<file path="src/hw/synth_out_pkg.sv">
package synth_out_pkg;
  localparam int unsigned DATA_W = 24;

  // Register indices; the byte address is four times the index
  localparam logic [7:0] IDX_OUTPUT_DIVIDE_GAIN   = 8'h16;
  localparam logic [7:0] IDX_OPERATING_MODES      = 8'h17;
  localparam logic [7:0] IDX_BIAS_SETTING         = 8'h18;
  localparam logic [7:0] IDX_CALIBRATION_WORD     = 8'h19;
  localparam logic [7:0] IDX_MODULATOR_PHASE_SEED = 8'h1a;
  localparam logic [7:0] IDX_CONTROL              = 8'h1b;

  localparam logic [23:0] RST_OUTPUT_DIVIDE_GAIN   = 24'h00_06c1;
  localparam logic [23:0] RST_OPERATING_MODES      = 24'h00_01ab;
  localparam logic [23:0] RST_BIAS_SETTING         = 24'h00_54c1;
  localparam logic [23:0] RST_CALIBRATION_WORD     = 24'h00_0aaa;
  localparam logic [23:0] RST_MODULATOR_PHASE_SEED = 24'hb2_9d0b;
  localparam logic [23:0] RST_CONTROL              = 24'h00_0000;

  // Field positions
  localparam int unsigned DIV_LSB        = 0;
  localparam int unsigned DIV_W          = 6;
  localparam int unsigned GAIN1_LSB      = 6;
  localparam int unsigned GAIN2_LSB      = 8;
  localparam int unsigned DIVGAIN_BIT    = 10;
  localparam int unsigned MASTER_EN_BIT  = 0;
  localparam int unsigned OSC_EN_BIT     = 1;
  localparam int unsigned EXT_BUF_BIT    = 2;
  localparam int unsigned SYN_BUF_BIT    = 3;
  localparam int unsigned OUT1_EN_BIT    = 4;
  localparam int unsigned OUT2_EN_BIT    = 5;
  localparam int unsigned EXT_IN_BIT     = 6;
  localparam int unsigned PRELOCK_BIT    = 7;
  localparam int unsigned SE1_BIT        = 8;
  localparam int unsigned SE2_BIT        = 9;
  localparam int unsigned PUMP_SEL_BIT   = 11;
  localparam int unsigned EXT_BIAS_LSB   = 19;
  localparam int unsigned CTL_EXACT_BIT  = 0;
  localparam int unsigned CTL_AUTOSEED_BIT = 1;

  localparam logic [5:0] DIV_MUTE      = 6'h00;
  localparam logic [5:0] DIV_BYPASS    = 6'h01;
  localparam logic [5:0] DIV_MAX       = 6'h3e;
endpackage

</file>
<file path="src/hw/synth_output_mode_registers.sv">
// What this block does
// - Divide zero mutes outputs; one passes undivided
// - Even divides; odd rounds down; clamp 62
// - Master enable with chip enable powers oscillator
// - External oscillator buffer to output stage
// - Synthesizer buffer enable for internal oscillator
// - First output buffer enable
// - Second output buffer enable
// - External oscillator input enable
// - Pre-lock mute holds outputs until lock
// - First single-ended drives negative pin only
// - Second single-ended drives negative pin only
// - Charge pump to output a or b
// - Exact mode seed sets output phase
// - Otherwise seed reloads per auto-seed setting
//
// Register access over APB was left to the implementer.
`timescale 1ns/1ps
module synth_output_mode_registers
  import synth_out_pkg::*;
(
  // Clock and reset
  input  wire logic        clk_i,
  input  wire logic        rst_i,
  // APB slave
  input  wire logic        psel_i,
  input  wire logic        penable_i,
  input  wire logic        pwrite_i,
  input  wire logic [11:0] paddr_i,
  input  wire logic [31:0] pwdata_i,
  input  wire logic [3:0]  pstrb_i,
  output logic      [31:0] prdata_o,
  output logic             pready_o,
  output logic             pslverr_o,
  // Device status inputs (pins)
  input  wire logic        chip_enable_i,
  input  wire logic        lock_i,
  input  wire logic        freq_change_i,
  // Divider and gain controls
  output logic      [5:0]  divide_ratio_o,
  output logic             undivided_frequency_o,
  output logic      [1:0]  first_out_gain_o,
  output logic      [1:0]  second_out_gain_o,
  output logic             divider_gain_max_o,
  // Subsystem enables
  output logic             osc_subsys_en_o,
  output logic             osc_en_o,
  output logic             ext_osc_buf_en_o,
  output logic             synth_buf_en_o,
  output logic             ext_input_en_o,
  // Output pin enables
  output logic             first_out_pos_en_o,
  output logic             first_out_neg_en_o,
  output logic             second_out_pos_en_o,
  output logic             second_out_neg_en_o,
  // Charge pump routing
  output logic             pump_out_a_en_o,
  output logic             pump_out_b_en_o,
  // Bias and calibration words
  output logic      [18:0] bias_trim_o,
  output logic      [1:0]  ext_input_bias_o,
  output logic      [23:0] calibration_o,
  // Modulator seed
  output logic      [23:0] phase_seed_o,
  output logic             seed_load_o
);
  logic [23:0] divgain_r;
  logic [23:0] modes_r;
  logic [23:0] bias_r;
  logic [23:0] cal_r;
  logic [23:0] seed_r;
  logic [23:0] ctl_r;
  logic [1:0]  ce_sync_r;
  logic [1:0]  lock_sync_r;
  logic [1:0]  fchg_sync_r;
  logic        fchg_d_r;
  logic        master_d_r;
  logic [31:0] prdata_r;
  logic        seed_load_r;

  wire logic [9:0] word_addr = paddr_i[11:2];
  wire logic       addr_ok   = (paddr_i[1:0] == 2'b00);
  wire logic       sel_dg  = addr_ok && (word_addr == 10'(IDX_OUTPUT_DIVIDE_GAIN));
  wire logic       sel_md  = addr_ok && (word_addr == 10'(IDX_OPERATING_MODES));
  wire logic       sel_bs  = addr_ok && (word_addr == 10'(IDX_BIAS_SETTING));
  wire logic       sel_cw  = addr_ok && (word_addr == 10'(IDX_CALIBRATION_WORD));
  wire logic       sel_sd  = addr_ok && (word_addr == 10'(IDX_MODULATOR_PHASE_SEED));
  wire logic       sel_ct  = addr_ok && (word_addr == 10'(IDX_CONTROL));
  wire logic       hit     = sel_dg | sel_md | sel_bs | sel_cw | sel_sd | sel_ct;
  wire logic       access  = psel_i && penable_i;
  wire logic       wr      = access && pwrite_i && hit;
  wire logic       rd_set  = psel_i && !penable_i && !pwrite_i;

  // Byte-lane merge over the 24 used bits
  function automatic logic [23:0] merge(input logic [23:0] old, input logic [31:0] d,
                                        input logic [3:0] s);
    logic [23:0] r;
    r = old;
    if (s[0]) r[7:0]   = d[7:0];
    if (s[1]) r[15:8]  = d[15:8];
    if (s[2]) r[23:16] = d[23:16];
    return r;
  endfunction

  wire logic [23:0] rd_mux =
    sel_dg ? divgain_r :
    sel_md ? modes_r :
    sel_bs ? bias_r :
    sel_cw ? cal_r :
    sel_sd ? seed_r :
    sel_ct ? ctl_r : 24'h00_0000;

  assign pready_o  = 1'b1;
  assign pslverr_o = access && !hit;
  assign prdata_o  = prdata_r;

  // Full words stored, spare bits included
  always_ff @(posedge clk_i or posedge rst_i) begin
    if (rst_i) begin
      divgain_r <= RST_OUTPUT_DIVIDE_GAIN;
      modes_r   <= RST_OPERATING_MODES;
      bias_r    <= RST_BIAS_SETTING;
      cal_r     <= RST_CALIBRATION_WORD;
      seed_r    <= RST_MODULATOR_PHASE_SEED;
      ctl_r     <= RST_CONTROL;
    end else if (wr) begin
      if (sel_dg) divgain_r <= merge(divgain_r, pwdata_i, pstrb_i);
      if (sel_md) modes_r   <= merge(modes_r, pwdata_i, pstrb_i);
      if (sel_bs) bias_r    <= merge(bias_r, pwdata_i, pstrb_i);
      if (sel_cw) cal_r     <= merge(cal_r, pwdata_i, pstrb_i);
      if (sel_sd) seed_r    <= merge(seed_r, pwdata_i, pstrb_i);
      if (sel_ct) ctl_r     <= merge(ctl_r, pwdata_i, pstrb_i);
    end
  end

  // Read data captured in setup so it is stable for the access edge
  always_ff @(posedge clk_i or posedge rst_i) begin
    if (rst_i) begin
      prdata_r <= 32'h0000_0000;
    end else if (rd_set) begin
      prdata_r <= {8'h00, rd_mux};
    end
  end

  wire logic ce      = ce_sync_r[1];
  wire logic locked  = lock_sync_r[1];
  wire logic fchg_pe = fchg_sync_r[1] && !fchg_d_r;
  wire logic exact   = ctl_r[CTL_EXACT_BIT];
  wire logic autoseed = ctl_r[CTL_AUTOSEED_BIT];
  wire logic start_pe = osc_subsys_en_o && !master_d_r;
  // Seed loads at start-up always, and on every frequency change unless auto-seed is set without exact mode
  wire logic seed_load_nxt = start_pe || (fchg_pe && (exact || !autoseed));

  // Pin inputs synchronised before use
  always_ff @(posedge clk_i or posedge rst_i) begin
    if (rst_i) begin
      ce_sync_r   <= 2'b00;
      lock_sync_r <= 2'b00;
      fchg_sync_r <= 2'b00;
      fchg_d_r    <= 1'b0;
      master_d_r  <= 1'b0;
      seed_load_r <= 1'b0;
    end else begin
      ce_sync_r   <= {ce_sync_r[0], chip_enable_i};
      lock_sync_r <= {lock_sync_r[0], lock_i};
      fchg_sync_r <= {fchg_sync_r[0], freq_change_i};
      fchg_d_r    <= fchg_sync_r[1];
      master_d_r  <= osc_subsys_en_o;
      seed_load_r <= seed_load_nxt;
    end
  end

  logic [5:0] ratio;
  logic       div_mute;
  logic       div_bypass;

  divide_decode u_div (
    .field_i  (divgain_r[DIV_LSB +: DIV_W]),
    .ratio_o  (ratio),
    .mute_o   (div_mute),
    .bypass_o (div_bypass)
  );

  // Pre-lock mute only gates output buffers; oscillator stays up
  wire logic pre_mute = modes_r[PRELOCK_BIT] && !locked;
  wire logic out_ok   = osc_subsys_en_o && !div_mute && !pre_mute;
  wire logic out1_on  = out_ok && modes_r[OUT1_EN_BIT];
  wire logic out2_on  = out_ok && modes_r[OUT2_EN_BIT];

  assign divide_ratio_o        = ratio;
  assign undivided_frequency_o = div_bypass;
  assign first_out_gain_o      = divgain_r[GAIN1_LSB +: 2];
  assign second_out_gain_o     = divgain_r[GAIN2_LSB +: 2];
  assign divider_gain_max_o    = divgain_r[DIVGAIN_BIT];
  assign osc_subsys_en_o       = modes_r[MASTER_EN_BIT] && ce;
  assign osc_en_o              = osc_subsys_en_o && modes_r[OSC_EN_BIT];
  assign ext_osc_buf_en_o      = osc_subsys_en_o && modes_r[EXT_BUF_BIT];
  assign synth_buf_en_o        = osc_subsys_en_o && modes_r[SYN_BUF_BIT];
  assign ext_input_en_o        = osc_subsys_en_o && modes_r[EXT_IN_BIT];
  assign first_out_neg_en_o    = out1_on;
  assign first_out_pos_en_o    = out1_on && !modes_r[SE1_BIT];
  // Single-ended only exists on the negative pin, so that reading is taken
  assign second_out_neg_en_o   = out2_on;
  assign second_out_pos_en_o   = out2_on && !modes_r[SE2_BIT];
  assign pump_out_a_en_o       = !modes_r[PUMP_SEL_BIT];
  assign pump_out_b_en_o       = modes_r[PUMP_SEL_BIT];
  assign bias_trim_o           = bias_r[18:0];
  assign ext_input_bias_o      = bias_r[EXT_BIAS_LSB +: 2];
  assign calibration_o         = cal_r;
  assign phase_seed_o          = seed_r;
  assign seed_load_o           = seed_load_r;

  property p_mute_zero;
    @(posedge clk_i) disable iff (rst_i)
      (divgain_r[5:0] == 6'h00) |-> !first_out_neg_en_o && !second_out_neg_en_o;
  endproperty
  a_mute_zero: assert property (p_mute_zero) else $error("outputs on at divide zero");

  property p_ratio_even;
    @(posedge clk_i) disable iff (rst_i)
      (divgain_r[5:0] > 6'h01) |-> !divide_ratio_o[0] && divide_ratio_o <= 6'h3e
        && divide_ratio_o >= 6'h02 && (divgain_r[5:0] - divide_ratio_o) <= 6'h01
        || divgain_r[5:0] > 6'h3e;
  endproperty
  a_ratio_even: assert property (p_ratio_even) else $error("bad divide ratio");

  property p_master;
    @(posedge clk_i) disable iff (rst_i)
      !ce_sync_r[1] |-> !osc_subsys_en_o && !osc_en_o && !synth_buf_en_o
        && !first_out_neg_en_o && !second_out_neg_en_o;
  endproperty
  a_master: assert property (p_master) else $error("master enable wrong");

  property p_prelock;
    @(posedge clk_i) disable iff (rst_i)
      (modes_r[7] && !lock_sync_r[1]) |-> !first_out_neg_en_o && !second_out_neg_en_o;
  endproperty
  a_prelock: assert property (p_prelock) else $error("output before lock");

  property p_se1;
    @(posedge clk_i) disable iff (rst_i)
      modes_r[8] |-> !first_out_pos_en_o;
  endproperty
  a_se1: assert property (p_se1) else $error("first pos pin on in single-ended");

  property p_se2;
    @(posedge clk_i) disable iff (rst_i)
      second_out_pos_en_o |-> second_out_neg_en_o && !modes_r[9];
  endproperty
  a_se2: assert property (p_se2) else $error("second pos pin misdriven");

  property p_pump;
    @(posedge clk_i) disable iff (rst_i)
      pump_out_a_en_o != pump_out_b_en_o;
  endproperty
  a_pump: assert property (p_pump) else $error("pump routing overlap");

  property p_writeback;
    @(posedge clk_i) disable iff (rst_i)
      (wr && sel_dg && pstrb_i == 4'hf) |=> divgain_r == 24'($past(pwdata_i));
  endproperty
  a_writeback: assert property (p_writeback) else $error("write not stored");

  property p_seed;
    @(posedge clk_i) disable iff (rst_i)
      (fchg_pe && !ctl_r[1]) |=> seed_load_o;
  endproperty
  a_seed: assert property (p_seed) else $error("seed not reloaded");
endmodule // synth_output_mode_registers

</file>
<file path="src/hw/divide_decode.sv">
`timescale 1ns/1ps
module divide_decode
  import synth_out_pkg::*;
(
  // Raw field
  input  wire logic [5:0] field_i,
  // Decoded ratio
  output logic      [5:0] ratio_o,
  output logic            mute_o,
  output logic            bypass_o
);
  wire logic [5:0] clipped = (field_i > DIV_MAX) ? DIV_MAX : field_i;

  assign mute_o   = (field_i == DIV_MUTE);
  assign bypass_o = (field_i == DIV_BYPASS);
  // Odd values from 3 up drop to the even value below; above 62 clamps to 62
  assign ratio_o  = mute_o ? DIV_MUTE :
                    bypass_o ? DIV_BYPASS : {clipped[5:1], 1'b0};
endmodule // divide_decode

</file>
<file path="config.mk">
export PLATFORM = sky130hd
export DESIGN_NAME = synth_output_mode_registers
export DESIGN_NICKNAME = d
export VERILOG_FILES = /design/src/hw/synth_out_pkg.sv /design/src/hw/synth_output_mode_registers.sv /design/src/hw/divide_decode.sv
export SDC_FILE = /design/constraint.sdc
export NUM_CORES = 1
export LEC_CHECK = 0
export BUFFER_PORTS_ARGS = -buffer_cell sky130_fd_sc_hd__buf_4
export CORE_MARGIN = 2
export CORE_UTILIZATION = 50
export CTS_CLUSTER_SIZE = 12
export DETAILED_ROUTE_END_ITERATION = 12
export GPL_TIMING_DRIVEN = 0
export MAX_ROUTING_LAYER = met4
export PLACE_DENSITY = 0.81
export SYNTH_ARGS = -nofsm -noshare
export SYNTH_HDL_FRONTEND = slang
export SYNTH_SLANG_ARGS = --single-unit
</file>
<file path="constraint.sdc">
create_clock -name clk_i -period 6.7 [get_ports clk_i]
set_clock_uncertainty 0.15 [all_clocks]
set_input_delay 0 -clock clk_i [delete_from_list [all_inputs] [get_ports clk_i]]
set_output_delay 0 -clock clk_i [all_outputs]
set_load 0.005 [all_outputs]
</file>
==> impl_metrics.env, run 1 <==
export IMPL_status="complete, no violations"
export IMPL_clk_latency_ps=420
export IMPL_worstPathCellList="or4_1, o311a_1, and2_1, nor2b_1, buf_4"
export IMPL_fin_setup_tns_ps=0
export IMPL_sw_frac_of_total=0.206
export IMPL_fin_area_um2=10600
export IMPL_hpwlAfterDp_mm=14.1
export IMPL_cp_endpoint="first_out_pos_en_o"
export IMPL_grt_max_degree=102
export IMPL_num_rows=46
export IMPL_coreArea_um2=15900
export IMPL_clkPwrFrac=0.465
export IMPL_seq_area_frac_synth=0.552
export IMPL_synth_most_common_cell="mux2_2"
export IMPL_grt_use_total=0.253
export IMPL_crit_type="flop to primary output"
export IMPL_power_switching_uw=456
export IMPL_grt_setup_unrepaired="false"
export IMPL_synthTopCellsByCount="144 x mux2_2, 142 x dfrtp_1, 35 x dfstp_2"
export IMPL_routed_wl_mm=20.3
export IMPL_grt_overflow=0
export IMPL_vias=5402
export IMPL_area_delta_synth_final_pct=30.8
export IMPL_drive_gt1_frac=0.591
export IMPL_cts_tree="done"
export IMPL_synth_top_area_frac=0.438
export IMPL_insertedDiodeCount=0
export IMPL_cts_repair_resize_count=0
export IMPL_p_int_mw=1.76
export IMPL_cpMaxStageDelayCell="or4_1"
export IMPL_place_area_um2=9650
export IMPL_slowest_delay_ps=600
export IMPL_ys_flop_type="dfrtp_1"
export IMPL_yosys_top_cells_area="dfrtp_1 44%, mux2_2 20%, dfstp_2 11%"
export IMPL_combPwrFrac=0.051
export IMPL_p_leak_nw=5.30
export IMPL_ir_drop_v=0.000168
export IMPL_die_w_um=131
export IMPL_dieHeight_um=131
export IMPL_r2r_end="divgain_r[3]"
export IMPL_maxSlewViolCount=0
export IMPL_clockBufferDepth=2
export IMPL_worst_pin_slew_ps=1020
export IMPL_syn_area_um2=8100
export IMPL_finalHoldViolations=0
export IMPL_root_buffer="clkbuf_16"
export IMPL_worst_slew_margin_rel=0.318
export IMPL_rr_worst_depth=2
export IMPL_period_needed_ps=2400
export IMPL_start_util=0.510
export IMPL_detail_route_first_pass_iterations=4
export IMPL_yosys_register_bits=177
export IMPL_reg2reg_from="divgain_r[3]"
export IMPL_yosysWarnings=0
export IMPL_timing_final_crit_share=0.358
export IMPL_synthCells=543
export IMPL_via_per_inst=5.43
export IMPL_die_area_um2=17200
export IMPL_first_global_vias=5994
export IMPL_crit_path_start_kind="flop"
export IMPL_critical_path_max_fanout=4
export IMPL_p_per_area_nw_per_um2=209
export IMPL_cts_htree_levels=4
export IMPL_power_share_sequential=0.484
export IMPL_fmax_mhz=417
export IMPL_wire_per_inst_um=20.4
export IMPL_drv_cap=0
export IMPL_syn_area_per_cell_um2=14.9
export IMPL_synth_distinct_cells=40
export IMPL_end_kind="primary output"
export IMPL_synth_edff_count=0
export IMPL_drtAntennaViolNets=0
export IMPL_drc_errors=0
export IMPL_cts_buffers=17
export IMPL_gp_congestion=0.836
export IMPL_port_buffers=162
export IMPL_crit_path_start="divgain_r[4]"
export IMPL_antenna_found_initial=0
export IMPL_ioPinCount=183
export IMPL_setup_viol_count_final=0
export IMPL_clkTransAtPathRegs_ps=60
export IMPL_drtIter0Drc=318
export IMPL_grt_pass1_wl_mm=32.7
export IMPL_synth_top_cell_by_area="dfrtp_1"
export IMPL_hold_path_class="input pin to flop"
export IMPL_reg2reg_slack_ps=5200
export IMPL_numClockSinks=177
export IMPL_async_flop_share=1.00
export IMPL_cp_required_ps=6550
export IMPL_fin_nets=822
export IMPL_arrival_ps=2250
## worst min-delay path by stage
stage / startpoint / end / depth (start not counted)
3_5_place_dp: freq_change_i / fchg_sync_r[0] / 1
4_1_cts: paddr_i[8] / prdata_o[22] / 5
3_3_place_gp: freq_change_i / fchg_sync_r[0] / 1
2_1_floorplan: chip_enable_i / ce_sync_r[0] / 0
5_1_grt: paddr_i[3] / prdata_o[21] / 4
6_report: paddr_i[3] / prdata_o[23] / 4
## power groups by stage
stage,clock network (mW),logic (mW),registers [mW]
2_1_floorplan,0,0.0470,1.09
3_3_place_gp,0,0.0916,1.09
3_5_place_dp,0,0.0981,1.09
4_1_cts,1.05,0.113,1.07
5_1_grt,1.09,0.123,1.07
6_report,1.03,0.112,1.07
## final cells by class
cell class | instances | area [um2]
clock buffers | 25 | 475
well taps | 216 | 270
plain buffers | 65 | 453
multi-input cells | 303 | 3190
inverters | 5 | 26.3
clock inverters | 6 | 133
flip-flops and latches | 177 | 4470
fillers | 1129 | 5290
repair buffers | 197 | 1580
## state kept, by name, indices dropped and copies added (netlist names)
signal and flops:
prdata_o 24, divgain_r 24, ctl_r 24, master_d_r 1
modes_r 24, fchg_d_r 1, fchg_sync_r 2, seed_load_o 1
lock_sync_r 2, bias_r 24, ce_sync_r 2, phase_seed_o 24
calibration_o 24
## kinds of logic after synthesis
logic type | share of synthesized area
flops | 0.552
buf+inv | 0.0582
simple gates | 0.0520
other cells | 0.000927
compound gates | 0.0405
mux | 0.296
## metal layers
layer / track usage / part of all wire
met4: 0.0845 / 0.019
met1: 0.298 / 0.41
met5: - / 0
met2: 0.427 / 0.51
met3: 0.0637 / 0.061
## placed cells by master, fill, tap and decap left out, types with 2 or more instances in the layout
cell type | Yosys | final
nor3_1 | 2 | 2
conb_1 | 2 | 9
dfrtp_1 | 142 | 142
or4b_1 | 2 | 2
nor2b_1 | 3 | 3
buf_2 | 5 | 5
dlygate4sd3_1 | 0 | 34
mux4_2 | 24 | 24
nand3_4 | 3 | 3
clkbuf_16 | 0 | 17
nor3_2 | 2 | 2
mux2i_1 | 24 | 24
bufinv_16 | 0 | 4
clkbuf_1 | 15 | 21
and2_1 | 2 | 2
inv_1 | 5 | 4
buf_4 | 34 | 196
nand2_1 | 4 | 4
clkbuf_8 | 0 | 2
mux2_2 | 144 | 144
dfstp_2 | 35 | 35
o21ai_0 | 4 | 4
nor3b_1 | 2 | 2
buf_6 | 10 | 10
o21ai_1 | 19 | 19
or2_2 | 2 | 2
nand3_2 | 6 | 6
and3_1 | 13 | 13
a22oi_1 | 24 | 24
## critical path: cells and delay by family (launching register included)
kind,cells,cell delay (ps)
AND/OR/NAND/NOR,3,940
flip-flops,1,420
buffers and inverters,1,130
AO/OA/AOI/OAI,1,340
## per-stage QoR
stage | utilization | cells | setup WS, ps | hold WS [ps] | power, mW
floorplan | - | 550 | 1810 | -119 | 1.14
global placement | 0.605 | 928 | 214 | -38.4 | 1.18
detailed placement | 0.608 | 929 | 4310 | -39.5 | 1.19
CTS | 0.667 | 994 | 4290 | 0.756 | 2.24
global route | 0.667 | 994 | 4220 | 44.6 | 2.29
finish | 0.667 | 994 | 4300 | 17.4 | 2.22
## what timing repair did
action	4_1_cts	5_1_grt
hold endpoints to repair	247	0
hold buffers	34	0
setup buffers	0	0
No activity file was read; power rests on OpenSTA's default activity.
==> inputs of run 2 (changes only) <==
--- a/config.mk
+++ b/config.mk
@@ -7,12 +7,12 @@
 export LEC_CHECK = 0
 export BUFFER_PORTS_ARGS = -buffer_cell sky130_fd_sc_hd__buf_4
 export CORE_MARGIN = 2
-export CORE_UTILIZATION = 50
+export CORE_UTILIZATION = 49
 export CTS_CLUSTER_SIZE = 12
 export DETAILED_ROUTE_END_ITERATION = 12
 export GPL_TIMING_DRIVEN = 0
 export MAX_ROUTING_LAYER = met4
-export PLACE_DENSITY = 0.81
+export PLACE_DENSITY = 0.82
 export SYNTH_ARGS = -nofsm -noshare
 export SYNTH_HDL_FRONTEND = slang
 export SYNTH_SLANG_ARGS = --single-unit
==> constraint.sdc (replaced) <==
create_clock -name clk_i -period 2.15 [get_ports clk_i]
set_clock_uncertainty 0.15 [all_clocks]
set_input_delay 0 -clock clk_i [delete_from_list [all_inputs] [get_ports clk_i]]
set_output_delay 0 -clock clk_i [all_outputs]
set_load 0.005 [all_outputs]
==> run 2 against run 1 <==
Effect of this change: the flow now finishes with violations (setup timing); utilization is 1.1 points lower; critical path depth stayed put; non-clock buffer count is 7 higher; largest cell class unchanged.
==> impl_metrics.env, run 2 (same netlist as run 1, synthesis figures left out) <==
export IMPL_status="finished with violations"
export IMPL_violations="setup timing"
export IMPL_dieHeight_um=133
export IMPL_clkTransAtPathRegs_ps=70
export IMPL_finish_utilization=0.657
export IMPL_die_w_um=133
export IMPL_wl_met1_mm=8.11
export IMPL_grt_pass1_wl_mm=31.9
export IMPL_cts_buffers=17
export IMPL_layout_common_cells="199 x buf_4, 144 x mux2_2, 142 x dfrtp_1"
export IMPL_timing_final_crit_share=1.04
export IMPL_reg2reg_from="bias_r[18]"
export IMPL_arrival_ps=2080
export IMPL_finalHoldViolations=0
export IMPL_worst_pin_slew_ps=1070
export IMPL_cts_htree_levels=4
export IMPL_final_common_cell="buf_4"
export IMPL_routed_wl_mm=20.2
export IMPL_ioPinCount=183
export IMPL_grt_setup_unrepaired="true"
export IMPL_crit_path_start_kind="flop"
export IMPL_numClockSinks=177
export IMPL_drtAntennaViolNets=0
export IMPL_fmax_mhz=449
export IMPL_crit_type="flop to primary output"
export IMPL_num_rows=47
export IMPL_drc_errors=0
export IMPL_fin_setup_tns_ps=-157
export IMPL_sw_frac_of_total=0.234
export IMPL_route_met2_wl_mm=10.2
export IMPL_coreArea_um2=16300
export IMPL_cts_tree="done"
export IMPL_setup_viol_count_final=2
export IMPL_r2r_end="prdata_o[18]"
export IMPL_drv_cap=0
export IMPL_clockBufferDepth=2
export IMPL_grt_max_degree=42
export IMPL_detail_route_first_pass_iterations=6
export IMPL_period_needed_ps=2230
export IMPL_critical_path_max_fanout=2
export IMPL_start_util=0.496
export IMPL_top_layer="met4"
export IMPL_p_per_area_nw_per_um2=639
export IMPL_first_global_vias=5898
export IMPL_clkPwrFrac=0.459
export IMPL_timing_hold_ws_ps=21.9
export IMPL_power_share_sequential=0.488
export IMPL_antenna_found_initial=1
export IMPL_cp_endpoint="first_out_pos_en_o"
export IMPL_port_buffers=162
export IMPL_gp_congestion=0.815
export IMPL_seqCellArea_um2=4470
export IMPL_vias=5494
export IMPL_p_int_mw=5.25
export IMPL_n_fill_cell=1155
export IMPL_ir_drop_v=0.000552
export IMPL_hold_path_class="input pin to flop"
export IMPL_clk_latency_ps=440
export IMPL_pre_cts_ws_ps=-182
export IMPL_drtIter0Drc=234
export IMPL_hp_start="paddr_i[3]"
export IMPL_fin_ws_ps=-79.3
export IMPL_dp_cells=936
export IMPL_wire_per_inst_um=20.1
export IMPL_root_buffer="clkbuf_16"
export IMPL_worst_slew_margin_rel=0.290
export IMPL_hpwlAfterDp_mm=14.0
export IMPL_end_kind="primary output"
export IMPL_wl_met3_mm=1.46
export IMPL_combPwrFrac=0.053
export IMPL_area_delta_synth_final_pct=32.5
export IMPL_via_per_inst=5.46
export IMPL_p_leak_nw=5.34
export IMPL_grt_use_total=0.244
export IMPL_maxSlewViolCount=0
export IMPL_multiInputGateArea_um2=3240
export IMPL_cp_required_ps=2000
export IMPL_drive_gt1_frac=0.615
export IMPL_power_switching_mw=1.60
export IMPL_stdcell_count=1007
export IMPL_grt_overflow=0
export IMPL_die_area_um2=17600
export IMPL_reg2reg_slack_ps=680
export IMPL_fin_nets=829
export IMPL_rr_worst_depth=3
export IMPL_crit_path_start="divgain_r[2]"
## run 2: changes by cell type in the layout (fill, tap and decap cells not counted), moves of 3 or more
cell	delta
buf_12	+4
buf_4	+3
buf_6	+3
clkbuf_1	-6
clkinvlp_4	+3
inv_6	+7
## run 2: timing repair
item	4_1_cts	5_1_grt
buffers inserted	5	1
pin swaps	4	2
resized for setup	7	5
setup endpoints to repair	4	6
gates cloned	0	0
hold endpoints to repair	179	0
hold buffers	32	0
## run 2: worst max-delay path: stages, from the launching register on
cell and delay (ps):
dfrtp_1 380, or4_4 550, o311a_4 340, and2_4 150, nor2b_4 120, buf_6 100
## run 2: power by group through the flow
stage	clock network [mW]	registers [mW]	logic [mW]
finish	3.15	3.35	0.361
global placement	0	3.41	0.287
CTS	3.19	3.35	0.364
floorplan	0	3.41	0.147
global route	3.34	3.35	0.397
detailed placement	0	3.41	0.316
## run 2: layout make-up
cell class,count,share of cell area
flip-flops and latches,177,0.417
multi-input cells,303,0.302
repair buffers,204,0.156
plain buffers,65,0.0422
clock buffers,17,0.0396
well taps,220,0.0256
clock inverters,15,0.0160
inverters,5,0.00210
diodes,1,0.000233
## run 2: metal layers
layer / vias to the layer above / track usage
li1: 2428 / -
met1: 2800 / 0.291
met2: 231 / 0.396
met3: 35 / 0.0716
met4: 0 / 0.0896
met5: - / -
## run 2: per-stage QoR
stage	power (mW)	instance area, um2
6_report	6.86	10700
5_1_grt	7.09	10700
4_1_cts	6.90	10700
3_5_place_dp	3.72	9710
3_3_place_gp	3.69	9630
2_1_floorplan	3.55	8130
## run 2: worst min path at each step
stage | slack (ps) | cells after the start | to
2_1_floorplan | -120 | 0 | ce_sync_r[0]
3_3_place_gp | -40 | 1 | fchg_sync_r[0]
3_5_place_dp | -40 | 1 | fchg_sync_r[0]
4_1_cts | 7 | 5 | prdata_o[22]
5_1_grt | 30 | 4 | prdata_o[20]
6_report | 20 | 4 | prdata_o[20]
